--- config.mk ---
export PLATFORM = sky130hd
export DESIGN_NAME = mia_top
export DESIGN_NICKNAME = d
export VERILOG_FILES = /design/src/design/mia_pkg.sv /design/src/design/mia_src_sample.sv /design/src/design/mia_mask_reg.sv /design/src/design/mia_top.sv
export SDC_FILE = /design/constraint.sdc
export NUM_CORES = 1
export LEC_CHECK = 0
export BUFFER_PORTS_ARGS = -buffer_cell sky130_fd_sc_hd__buf_4
export CAP_MARGIN = 20
export CORE_MARGIN = 10
export CORE_UTILIZATION = 35
export CTS_CLUSTER_SIZE = 14
export DETAILED_ROUTE_END_ITERATION = 10
export HOLD_SLACK_MARGIN = 0.12
export PLACE_DENSITY = 0.7
export SLEW_MARGIN = 20
export SYNTH_ARGS = -nofsm -noshare
export SYNTH_HDL_FRONTEND = slang
export SYNTH_HIERARCHICAL = 1
export SYNTH_SLANG_ARGS = --single-unit
--- constraint.sdc ---
create_clock -name i_clk_sys -period 3.01 [get_ports i_clk_sys]
set_input_delay 0.301 -clock i_clk_sys [delete_from_list [all_inputs] [get_ports i_clk_sys]]
set_output_delay 0.301 -clock i_clk_sys [all_outputs]
set_load 0.005 [all_outputs]
--- src/design/mia_pkg.sv ---
/*
 * package for the masked interrupt aggregator: register addresses,
 * reset values, source layout, bus request carrier.
 * assumes a simple word-wide cpu register port on one 100 MHz clock.
 */
package mia_pkg;

    localparam int unsigned MIA_NSRC = 32;
    localparam int unsigned MIA_AW = 32;
    localparam int unsigned MIA_DW = 32;

    // ------------------------------------------------------------
    // register addresses
    // ------------------------------------------------------------
    localparam logic [31:0] MIA_ADDR_RAW_STATUS = 32'h10001000;
    localparam logic [31:0] MIA_ADDR_MASK = 32'h10001004;
    localparam logic [31:0] MIA_ADDR_MASK_SET = 32'h10001008;
    localparam logic [31:0] MIA_ADDR_MASK_CLR = 32'h1000100C;
    localparam logic [31:0] MIA_ADDR_PENDING = 32'h10001010;
    localparam logic [31:0] MIA_ADDR_SW_TRIG = 32'h13016000;

    // ------------------------------------------------------------
    // reset values and field layout
    // ------------------------------------------------------------
    localparam logic [31:0] MIA_RST_MASK = 32'h0FFFFFFF;
    localparam logic [31:0] MIA_RST_ZERO = 32'h00000000;
    localparam logic MIA_RST_SW_BIT = 1'b1;
    localparam int unsigned MIA_SW_SRC_POS = 4;
    localparam int unsigned MIA_SW_TRIG_POS = 0;
    // positions 1..3 carry no source
    localparam logic [31:0] MIA_SRC_PRESENT = 32'hFFFFFFF1;

    typedef struct packed {
        logic wr;
        logic rd;
        logic [31:0] addr;
        logic [31:0] wdata;
    } mia_req_t;

    typedef enum logic [2:0] {
        MIA_RD_IDLE = 3'b001,
        MIA_RD_HOLD = 3'b010,
        MIA_RD_BAD = 3'b100
    } mia_rd_state_t;

endpackage : mia_pkg

--- src/design/mia_src_sample.sv ---
/*
 * source sampler: registers the live peripheral request levels and
 * merges the software source; unassigned positions forced to 0.
 * assumes request lines are synchronous to i_clk_sys.
 */
`timescale 1ns/100ps
module mia_src_sample import mia_pkg::*; #(
    parameter int unsigned NSRC = MIA_NSRC
) (
    input wire logic i_clk_sys,
    input wire logic i_srst,
    input wire logic [NSRC-1:0] i_src_req,
    input wire logic i_sw_active,
    output logic [NSRC-1:0] o_status
);
    logic [NSRC-1:0] status_reg;
    wire logic [NSRC-1:0] merged;
    wire logic [NSRC-1:0] sw_vec;

    assign sw_vec = NSRC'(i_sw_active) << MIA_SW_SRC_POS;
    // levels are followed, never latched: drops when request drops
    assign merged = (i_src_req | sw_vec) & MIA_SRC_PRESENT[NSRC-1:0]; // RULE15 RULE14

    always_ff @(posedge i_clk_sys) begin
        if (i_srst) begin
            status_reg <= '0; // RULE4
        end else begin
            status_reg <= merged; // RULE2
        end
    end

    assign o_status = status_reg;
endmodule : mia_src_sample

--- src/design/mia_mask_reg.sv ---
/*
 * mask register with direct, set and clear write paths.
 * assumes at most one write strobe per cycle from the decoder.
 */
`timescale 1ns/100ps
module mia_mask_reg import mia_pkg::*; #(
    parameter int unsigned NSRC = MIA_NSRC
) (
    input wire logic i_clk_sys,
    input wire logic i_srst,
    input wire logic i_wr_direct,
    input wire logic i_wr_set,
    input wire logic i_wr_clr,
    input wire logic [NSRC-1:0] i_wdata,
    output logic [NSRC-1:0] o_mask
);
    logic [NSRC-1:0] mask_reg;
    wire logic [NSRC-1:0] mask_next;

    // all bits are plain storage, source or not
    assign mask_next = i_wr_direct ? i_wdata : // RULE5 RULE13
                       i_wr_set ? (mask_reg | i_wdata) : // RULE6
                       i_wr_clr ? (mask_reg & ~i_wdata) : // RULE7
                       mask_reg;

    always_ff @(posedge i_clk_sys) begin
        if (i_srst) begin
            mask_reg <= MIA_RST_MASK[NSRC-1:0]; // RULE4
        end else begin
            mask_reg <= mask_next;
        end
    end

    assign o_mask = mask_reg;
endmodule : mia_mask_reg

--- src/design/mia_top.sv ---
/*
 * masked interrupt aggregator top: cpu register port, pending logic,
 * processor request and wake-up outputs, software trigger bit.
 * assumes a single-cycle cpu register port (wr/rd strobe with address);
 * read data appears one cycle after the read strobe.
 */
// Notes on behaviour
// RULE1 - thirty-two sources, one bit each
// RULE2 - raw status shows live request, ignores mask
// RULE3 - mask one blocks source, zero passes
// RULE4 - reset: mask per table, status pending zero
// RULE5 - mask written direct, by set, by clear
// RULE6 - set port ones set mask bits
// RULE7 - clear port ones clear mask bits
// RULE8 - pending equals status and not mask
// RULE9 - masked sources never request or pend
// RULE10 - unmasked active source raises wake-up
// RULE11 - software bit: zero raises, one withdraws
// RULE12 - software interrupt held until one written
// RULE13 - unassigned mask bits are plain storage
// RULE14 - unassigned status, pending bits read zero
// RULE15 - status follows live peripheral levels
// RULE16 - handler clears peripheral, waits pending drop
// RULE17 - processor request is OR of pending
// RULE18 - read-only writes ignored, write-only reads zero
`timescale 1ns/100ps
module mia_top import mia_pkg::*; #(
    parameter int unsigned NSRC = MIA_NSRC
) (
    input wire logic i_clk_sys,
    input wire logic i_srst,
    input wire logic [NSRC-1:0] i_src_req,
    input wire logic i_bus_wr,
    input wire logic i_bus_rd,
    input wire logic [MIA_AW-1:0] i_bus_addr,
    input wire logic [MIA_DW-1:0] i_bus_wdata,
    output logic [MIA_DW-1:0] o_bus_rdata,
    output logic o_bus_rvalid,
    output logic o_bus_err,
    output logic o_cpu_irq,
    output logic o_wakeup
);

    // ------------------------------------------------------------
    // request decode
    // ------------------------------------------------------------
    wire mia_req_t req;
    assign req = '{wr: i_bus_wr, rd: i_bus_rd, addr: i_bus_addr,
                   wdata: i_bus_wdata};

    function automatic logic hit(input logic [31:0] a,
                                 input logic [31:0] ref_a);
        hit = (a == ref_a);
    endfunction : hit

    wire logic sel_raw;
    wire logic sel_mask;
    wire logic sel_set;
    wire logic sel_clr;
    wire logic sel_pend;
    wire logic sel_sw;
    wire logic sel_any;
    assign sel_raw = hit(req.addr, MIA_ADDR_RAW_STATUS);
    assign sel_mask = hit(req.addr, MIA_ADDR_MASK);
    assign sel_set = hit(req.addr, MIA_ADDR_MASK_SET);
    assign sel_clr = hit(req.addr, MIA_ADDR_MASK_CLR);
    assign sel_pend = hit(req.addr, MIA_ADDR_PENDING);
    assign sel_sw = hit(req.addr, MIA_ADDR_SW_TRIG);
    assign sel_any = sel_raw | sel_mask | sel_set | sel_clr | sel_pend |
                     sel_sw;

    // writes to raw status and pending decode to nothing
    wire logic wr_mask;
    wire logic wr_set;
    wire logic wr_clr;
    wire logic wr_sw;
    assign wr_mask = req.wr & sel_mask;
    assign wr_set = req.wr & sel_set;
    assign wr_clr = req.wr & sel_clr;
    assign wr_sw = req.wr & sel_sw; // RULE18

    // ------------------------------------------------------------
    // software trigger bit
    // ------------------------------------------------------------
    logic sw_trig_reg;
    wire logic sw_trig_next;
    // level held until software writes one; no hardware clear path
    assign sw_trig_next = wr_sw ? req.wdata[MIA_SW_TRIG_POS] // RULE11
                                : sw_trig_reg; // RULE12

    always_ff @(posedge i_clk_sys) begin
        if (i_srst) begin
            sw_trig_reg <= MIA_RST_SW_BIT; // RULE11
        end else begin
            sw_trig_reg <= sw_trig_next;
        end
    end

    // ------------------------------------------------------------
    // status, mask, pending
    // ------------------------------------------------------------
    logic [NSRC-1:0] status;
    logic [NSRC-1:0] mask;

    mia_src_sample #(.NSRC(NSRC)) u_src (
        .i_clk_sys(i_clk_sys),
        .i_srst(i_srst),
        .i_src_req(i_src_req), // RULE1
        .i_sw_active(~sw_trig_reg),
        .o_status(status)
    );

    mia_mask_reg #(.NSRC(NSRC)) u_mask (
        .i_clk_sys(i_clk_sys),
        .i_srst(i_srst),
        .i_wr_direct(wr_mask),
        .i_wr_set(wr_set),
        .i_wr_clr(wr_clr),
        .i_wdata(req.wdata[NSRC-1:0]),
        .o_mask(mask)
    );

    wire logic [NSRC-1:0] pending;
    assign pending = status & ~mask; // RULE8 RULE3 RULE9

    // ------------------------------------------------------------
    // processor request and wake-up
    // ------------------------------------------------------------
    // one cycle behind pending; trades a cycle for a clean flop output
    logic irq_reg;
    logic wake_reg;
    always_ff @(posedge i_clk_sys) begin
        if (i_srst) begin
            irq_reg <= 1'b0;
            wake_reg <= 1'b0;
        end else begin
            irq_reg <= |pending; // RULE17 RULE9
            wake_reg <= |pending; // RULE10
        end
    end
    assign o_cpu_irq = irq_reg;
    assign o_wakeup = wake_reg;

    // ------------------------------------------------------------
    // read path
    // ------------------------------------------------------------
    wire logic [MIA_DW-1:0] rd_mux;
    wire logic [MIA_DW-1:0] sw_word;
    assign sw_word = MIA_DW'(sw_trig_reg) << MIA_SW_TRIG_POS;
    // set and clear ports fall to the zero default
    assign rd_mux = sel_raw ? MIA_DW'(status) :
                    sel_mask ? MIA_DW'(mask) :
                    sel_pend ? MIA_DW'(pending) :
                    sel_sw ? sw_word :
                    MIA_RST_ZERO; // RULE18

    mia_rd_state_t rd_state_next;
    logic [MIA_DW-1:0] rdata_reg;
    logic rvalid_reg;
    logic err_reg;
    wire logic rvalid_next;
    wire logic err_next;

    always_comb begin
        rd_state_next = MIA_RD_IDLE;
        if (req.rd) begin
            rd_state_next = sel_any ? MIA_RD_HOLD : MIA_RD_BAD;
        end
    end

    // unmapped reads return zero with an error flag
    // valid and error decoded ahead so both leave straight from flops
    assign rvalid_next = (rd_state_next != MIA_RD_IDLE);
    assign err_next = (rd_state_next == MIA_RD_BAD); // RULE18

    always_ff @(posedge i_clk_sys) begin
        if (i_srst) begin
            rdata_reg <= MIA_RST_ZERO;
            rvalid_reg <= 1'b0;
            err_reg <= 1'b0;
        end else begin
            rdata_reg <= req.rd ? rd_mux : MIA_RST_ZERO;
            rvalid_reg <= rvalid_next;
            err_reg <= err_next;
        end
    end

    assign o_bus_rdata = rdata_reg;
    assign o_bus_rvalid = rvalid_reg;
    assign o_bus_err = err_reg;

endmodule : mia_top

; Word level (Yosys, flattened, before mapping)
; Index checks and enable logic that the tools add are counted.
[op_classes]
bitwise_logic = 17
n_reduce_logical = 3
muxes = 9
n_eq_ne = 8
[ops]
columns = op, n
row1 = "== test 32 x 29 -> 1 bit, second input constant", 6
row2 = 2-to-1 mux 32 bit, 6
row3 = AND 32 bit, 2
row4 = inverter 32 bit, 2
row5 = bitwise OR 32 bit, 1
row6 = bitwise OR 32 x 5 -> 32 bit, 1
row7 = OR reduction 32 bit, 1
row8 = 2-to-1 mux 3 bit, 2
row9 = bitwise OR 1 bit, 5
row10 = AND 1 bit, 4
row11 = "== test 3 bit, second input constant", 1
row12 = "inequality test 3 x 1 -> 1 bit, second input constant", 1
row13 = nonzero test 3 bit, 1
row14 = inverter 1 bit, 2
row15 = OR reduction 2 bit, 1
row16 = 2-to-1 mux 1 bit, 1
[word_totals]
ff_bits = 100
input_bits = 100

; Longest topological paths before layout
[depth]
ltp_word = 9
mapped_depth = 10
mapped_depth_nobuf = 8

; Modules after synthesis
; Netlist, hierarchy kept.
[modules_own_cells]
columns = mod, seq_area_each_um2, n_inst, area_per_inst_um2, cells_each
row1 = mia_top, 720.7, 1, 2014.4, 274
row2 = mia_mask_reg, 640.6, 1, 1317.5, 171
row3 = mia_src_sample, 580.6, 1, 825.8, 65

; Worst setup path after synthesis
; Ideal clock, no wire load.
[synth_path]
kind = input-to-reg
from = input i_bus_addr[21]
to = register with a tool-made name
setup_time_ns = 0.128
arrival_ns = 2.008
path_stages = 9
slack_ns = 0.874
t_required_ns = 2.882
cell_sequence = nor4_2 > nand4_2 > nor4_4 > buf_6 > and2_1 > inv_1 > buf_2 > a32oi_1 > nor2_1
[synth_rtl]
columns = item, line
row1 = from (decl), mia_top.sv:35  ; input wire logic [MIA_AW-1:0] i_bus_addr,

==> report_table.html <==
<table>
<tr><th>Metric</th><th>Value</th></tr>
<tr><th colspan="2">Run status</th></tr>
<tr><td>Result of the run</td><td>completed</td></tr>
<tr><th colspan="2">CTS</th></tr>
<tr><td># resized after CTS</td><td>0</td></tr>
<tr><td>Count of buffers added by post-CTS timing repair for setup</td><td>0</td></tr>
<tr><td>Clock-pin slew of the registers on the worst-case setup and hold paths</td><td>0.07 ns</td></tr>
<tr><td>Number of levels in the clock H-tree</td><td>3</td></tr>
<tr><td>TritonCTS buffer count</td><td>9</td></tr>
<tr><td>Clock Tree Root</td><td>sky130_fd_sc_hd__clkbuf_16</td></tr>
<tr><td>Hold_buf cts</td><td>0</td></tr>
<tr><td>TritonCTS clock tree</td><td>yes</td></tr>
<tr><td>Clk buf depth</td><td>2</td></tr>
<tr><td>Clk_lat worst skew</td><td>0.35 ns</td></tr>
<tr><td>Clock sinks</td><td>between 90 and 100</td></tr>
<tr><th colspan="2">Flow run</th></tr>
<tr><td>Max Cap Violations</td><td>0</td></tr>
<tr><th colspan="2">Floorplan</th></tr>
<tr><td>Core ar.</td><td>11520 µm²</td></tr>
<tr><td>Initial core utilization</td><td>between 30% and 40%</td></tr>
<tr><td>Die boundary height</td><td>about 130 µm</td></tr>
<tr><td>I/O pin cnt</td><td>around 140</td></tr>
<tr><td>Total Die Area</td><td>around 17000 µm²</td></tr>
<tr><td>Floorplan die width</td><td>129.0 µm</td></tr>
<tr><td>Standard-cell row count</td><td>39</td></tr>
<tr><th colspan="2">Final layout</th></tr>
<tr><td>Ant. Diodes</td><td>0</td></tr>
<tr><td>Fill count</td><td>between 1000 and 1500</td></tr>
<tr><td>Synthesis-to-finish area growth</td><td>33.73%</td></tr>
<tr><td>Ratio of cells with drive above 1 in the final layout</td><td>27.69%</td></tr>
<tr><td>Summed area of non-filler cells in the final layout</td><td>5560 µm²</td></tr>
<tr><td>Nets@finish</td><td>around 730</td></tr>
<tr><th colspan="2">Routing</th></tr>
<tr><td>Routed Wire Length</td><td>13580 µm</td></tr>
<tr><td>Count of TritonRoute iterations in the first routing pass</td><td>7</td></tr>
<tr><td>Post-detailed-route DRC marker count</td><td>0</td></tr>
<tr><td>Wire length per cell</td><td>17.53 µm</td></tr>
<tr><td>Top routing layer in use</td><td>met4</td></tr>
<tr><td>M1 wire length</td><td>approximately 5400 µm</td></tr>
<tr><td>Via density per instance</td><td>around 5.2</td></tr>
<tr><td>Met2 WL post-DR</td><td>approximately 6900 µm</td></tr>
<tr><td>Met3 WL</td><td>999 µm</td></tr>
<tr><td>Via count</td><td>4006</td></tr>
<tr><td>Count of routing violations after the opening detailed-route iteration</td><td>310</td></tr>
<tr><td>Remaining antenna violation count</td><td>0</td></tr>
<tr><th colspan="2">Worst setup path</th></tr>
<tr><td>Endpoint kind of the worst setup timing path</td><td>flip-flop</td></tr>
<tr><td>Worst path bufs/invs</td><td>2</td></tr>
<tr><td>Highest fanout seen on the critical path</td><td>32</td></tr>
<tr><td>Crit path launch type</td><td>input port</td></tr>
<tr><td>Endpoint required time on the critical path</td><td>roughly 3.3 ns</td></tr>
<tr><td>Cell at the slowest stage of the critical path</td><td>sky130_fd_sc_hd__nor3_1</td></tr>
<tr><td>Most frequent CP cell</td><td>sky130_fd_sc_hd__buf_4</td></tr>
<tr><td>Ordered cell list for the critical path</td><td>buf_4 &gt; nor4b_2 &gt; nand4_2 &gt; nor3_1 &gt; nand3_1 &gt; nor2_1 &gt; or2_1 &gt; buf_4 &gt; a21oi_1 &gt; nand2_1</td></tr>
<tr><td>Data arrival time of the critical path</td><td>~2.5 ns</td></tr>
<tr><td>CP top delay family</td><td>simple AND/OR/NAND/NOR gates</td></tr>
<tr><td>Largest stage delay on the critical path</td><td>approximately 0.43 ns</td></tr>
<tr><td>WS Path Type</td><td>in2reg</td></tr>
<tr><th colspan="2">Placed design</th></tr>
<tr><td>GP Congestion</td><td>0.8958</td></tr>
<tr><td>Area after DPL</td><td>just over 5000 µm²</td></tr>
<tr><td>Setup slack after placement</td><td>0.4865 ns</td></tr>
<tr><td>Placed wire-length estimate</td><td>~9400 µm</td></tr>
<tr><td>Port Buf Inserts</td><td>about 130</td></tr>
<tr><th colspan="2">Synthesis</th></tr>
<tr><td>Sequential area share after synthesis</td><td>46.70%</td></tr>
<tr><td>Distinct cells, synth</td><td>39</td></tr>
<tr><td>Cell with the most instances after synthesis</td><td>sky130_fd_sc_hd__dfxtp_1</td></tr>
<tr><td>EDFF count, synth</td><td>0</td></tr>
<tr><td>Post-synthesis async set-or-reset flop share</td><td>0%</td></tr>
<tr><td>Largest area contributor in the netlist</td><td>sky130_fd_sc_hd__dfxtp_1</td></tr>
<tr><td>Most frequently used flop master after synthesis</td><td>sky130_fd_sc_hd__dfxtp_1</td></tr>
<tr><td>Synthesized flop and latch total</td><td>97</td></tr>
<tr><td>Combined area of all synthesized cells</td><td>4158 µm²</td></tr>
<tr><td>Cells taking the most area after synthesis</td><td>sky130_fd_sc_hd__dfxtp_1 47%, sky130_fd_sc_hd__nand2_1 8.4%, sky130_fd_sc_hd__a21oi_1 6.4%</td></tr>
<tr><td>Most used standard cells in the synthesized netlist</td><td>97 x sky130_fd_sc_hd__dfxtp_1, 93 x sky130_fd_sc_hd__nand2_1, 53 x sky130_fd_sc_hd__a21oi_1, 39 x sky130_fd_sc_hd__inv_1, 34 x sky130_fd_sc_hd__nor3_1</td></tr>
<tr><td>Number of synthesis warnings</td><td>6</td></tr>
<tr><td>Post-Syn Area per Cell</td><td>about 8 µm²</td></tr>
<tr><td>Fraction of post-synthesis cell area in the top cell type by area</td><td>46.70%</td></tr>
<tr><td>Post-Synthesis Cells</td><td>between 500 and 600</td></tr>
<tr><th colspan="2">Pwr</th></tr>
<tr><td>Internal Pwr Total</td><td>~2.3 mW</td></tr>
<tr><td>Leakage power</td><td>2.389 nW</td></tr>
<tr><td>Flop pwr share</td><td>45.4%</td></tr>
<tr><td>Switching share of power</td><td>roughly a fifth</td></tr>
<tr><td>Highest ir drop seen on vdd</td><td>around 260 µV</td></tr>
<tr><td>Net switching power</td><td>around 570 µW</td></tr>
<tr><td>Power Dens Cells</td><td>around 520 nW/µm²</td></tr>
<tr><td>Logic gate share of total power</td><td>under 10%</td></tr>
<tr><td>Clock network power share</td><td>between 40% and 50%</td></tr>
<tr><th colspan="2">Global routing</th></tr>
<tr><td>Number of antenna violations at the first check in global routing</td><td>0</td></tr>
<tr><td>Global-route usage over all layers</td><td>approximately 16%</td></tr>
<tr><td>Global-route wire length before repair</td><td>21070 µm</td></tr>
<tr><td>Largest net degree at the start of global routing</td><td>64</td></tr>
<tr><td>Vias in the first global route</td><td>between 4000 and 5000</td></tr>
<tr><td>Total gr overflow</td><td>0</td></tr>
<tr><th colspan="2">Timing</th></tr>
<tr><td>Min Tclk post-route</td><td>~2.2 ns</td></tr>
<tr><td>Setup TNS Final</td><td>0 ns</td></tr>
<tr><td>Headroom to the max-slew limit</td><td>between 40% and 50%</td></tr>
<tr><td>Actual slew at the worst max-slew pin</td><td>around 0.78 ns</td></tr>
<tr><td>Maximum achievable frequency</td><td>approximately 450 MHz</td></tr>
<tr><td>Share of the cycle needed by the critical path after routing</td><td>~74%</td></tr>
<tr><td>Hold violation total from the final report</td><td>0</td></tr>
<tr><td>Setup violations, final</td><td>0</td></tr>
<tr><td>RSZ-0062 raised after global routing</td><td>false</td></tr>
<tr><td>Final setup slack of the worst path</td><td>between 0.7 and 0.8 ns</td></tr>
<tr><td>Final clock skew</td><td>approximately 0.0070 ns</td></tr>
<tr><td>Pins Over Slew Limit</td><td>0</td></tr>
<tr><th colspan="2">Worst hold path</th></tr>
<tr><td>Worst hold path class</td><td>in2reg</td></tr>
</table>
==> through the flow <==
step	util [%]	total power, mW	hold WS, ns	std cells
global placement	45.10	1.539	0.4644	760
CTS	48.28	2.928	0.1510	775
floorplan	-	1.413	0.3734	512
finish	48.28	2.906	0.1563	775
detailed placement	45.10	1.544	0.4712	760
global route	48.28	2.993	0.1589	775
==> cell type report <==
cell class / count / area [µm²] / share of cell area, %
sequential: 97 / 1942 / 34.92
multi-input combinational: 340 / 1856 / 33.37
timing repair buffer: 141 / 1071 / 19.26
clock buffer: 10 / 239.0 / 4.298
tap: 143 / 178.9 / 3.218
inverter: 39 / 146.4 / 2.633
clock inverter: 5 / 127.6 / 2.295
==> metal layers <==
layer / GRT usage [%] / up-vias
met5: 0 / -
met4: 5.886 / 0
met3: 5.339 / 26
met2: 28.19 / 152
met1: 17.75 / 1871
li1: - / 1957
==> cells in the final DEF (no fill, tap or decap), types with 9 or more instances in the layout <==
master                        n
sky130_fd_sc_hd__o22ai_1     10
sky130_fd_sc_hd__a21oi_1     53
sky130_fd_sc_hd__buf_4      140
sky130_fd_sc_hd__inv_1       39
sky130_fd_sc_hd__nand2_1     93
sky130_fd_sc_hd__nand3_1     29
sky130_fd_sc_hd__nor2b_1     29
sky130_fd_sc_hd__o21ai_0     20
sky130_fd_sc_hd__nor3_1      34
sky130_fd_sc_hd__clkbuf_16    9
sky130_fd_sc_hd__dfxtp_1     97
sky130_fd_sc_hd__o21ai_1     12
==> path summary, 6_finish.rpt <==
path | cells after the start | from | end | slack [ns]
setup / recovery | 10 | i_bus_addr[29] | flip-flop | 0.77
hold reg to reg | 2 | u_src/o_status[12] | o_bus_rdata[12] | 0.48
setup reg to reg | 4 | flip-flop | o_wakeup | 1.66
hold / removal | 2 | i_src_req[8] | u_src/o_status[8] | 0.16
==> cells by family after synthesis <==
kind of cell / count (synthesis) / synth area share [%]
buffers and inverters: 75 / 9.058
muxes: 1 / 0.2408
AOI/OAI and AO/OA: 116 / 16.28
other: 1 / 0.09019
DFF: 97 / 46.70
and+or+nand+nor: 220 / 27.63
==> power by group through the flow <==
| stage | Clock (mW) | Sequential, mW | Combinational (mW) |
|---|---|---|---|
| global placement | 0 | 1.35 | 0.192 |
| floorplan | 0 | 1.34 | 0.0693 |
| CTS | 1.41 | 1.32 | 0.198 |
| global route | 1.46 | 1.32 | 0.215 |
| finish | 1.39 | 1.32 | 0.198 |
| detailed placement | 0 | 1.35 | 0.197 |
Note: power is estimated with default switching activity, not from simulation.
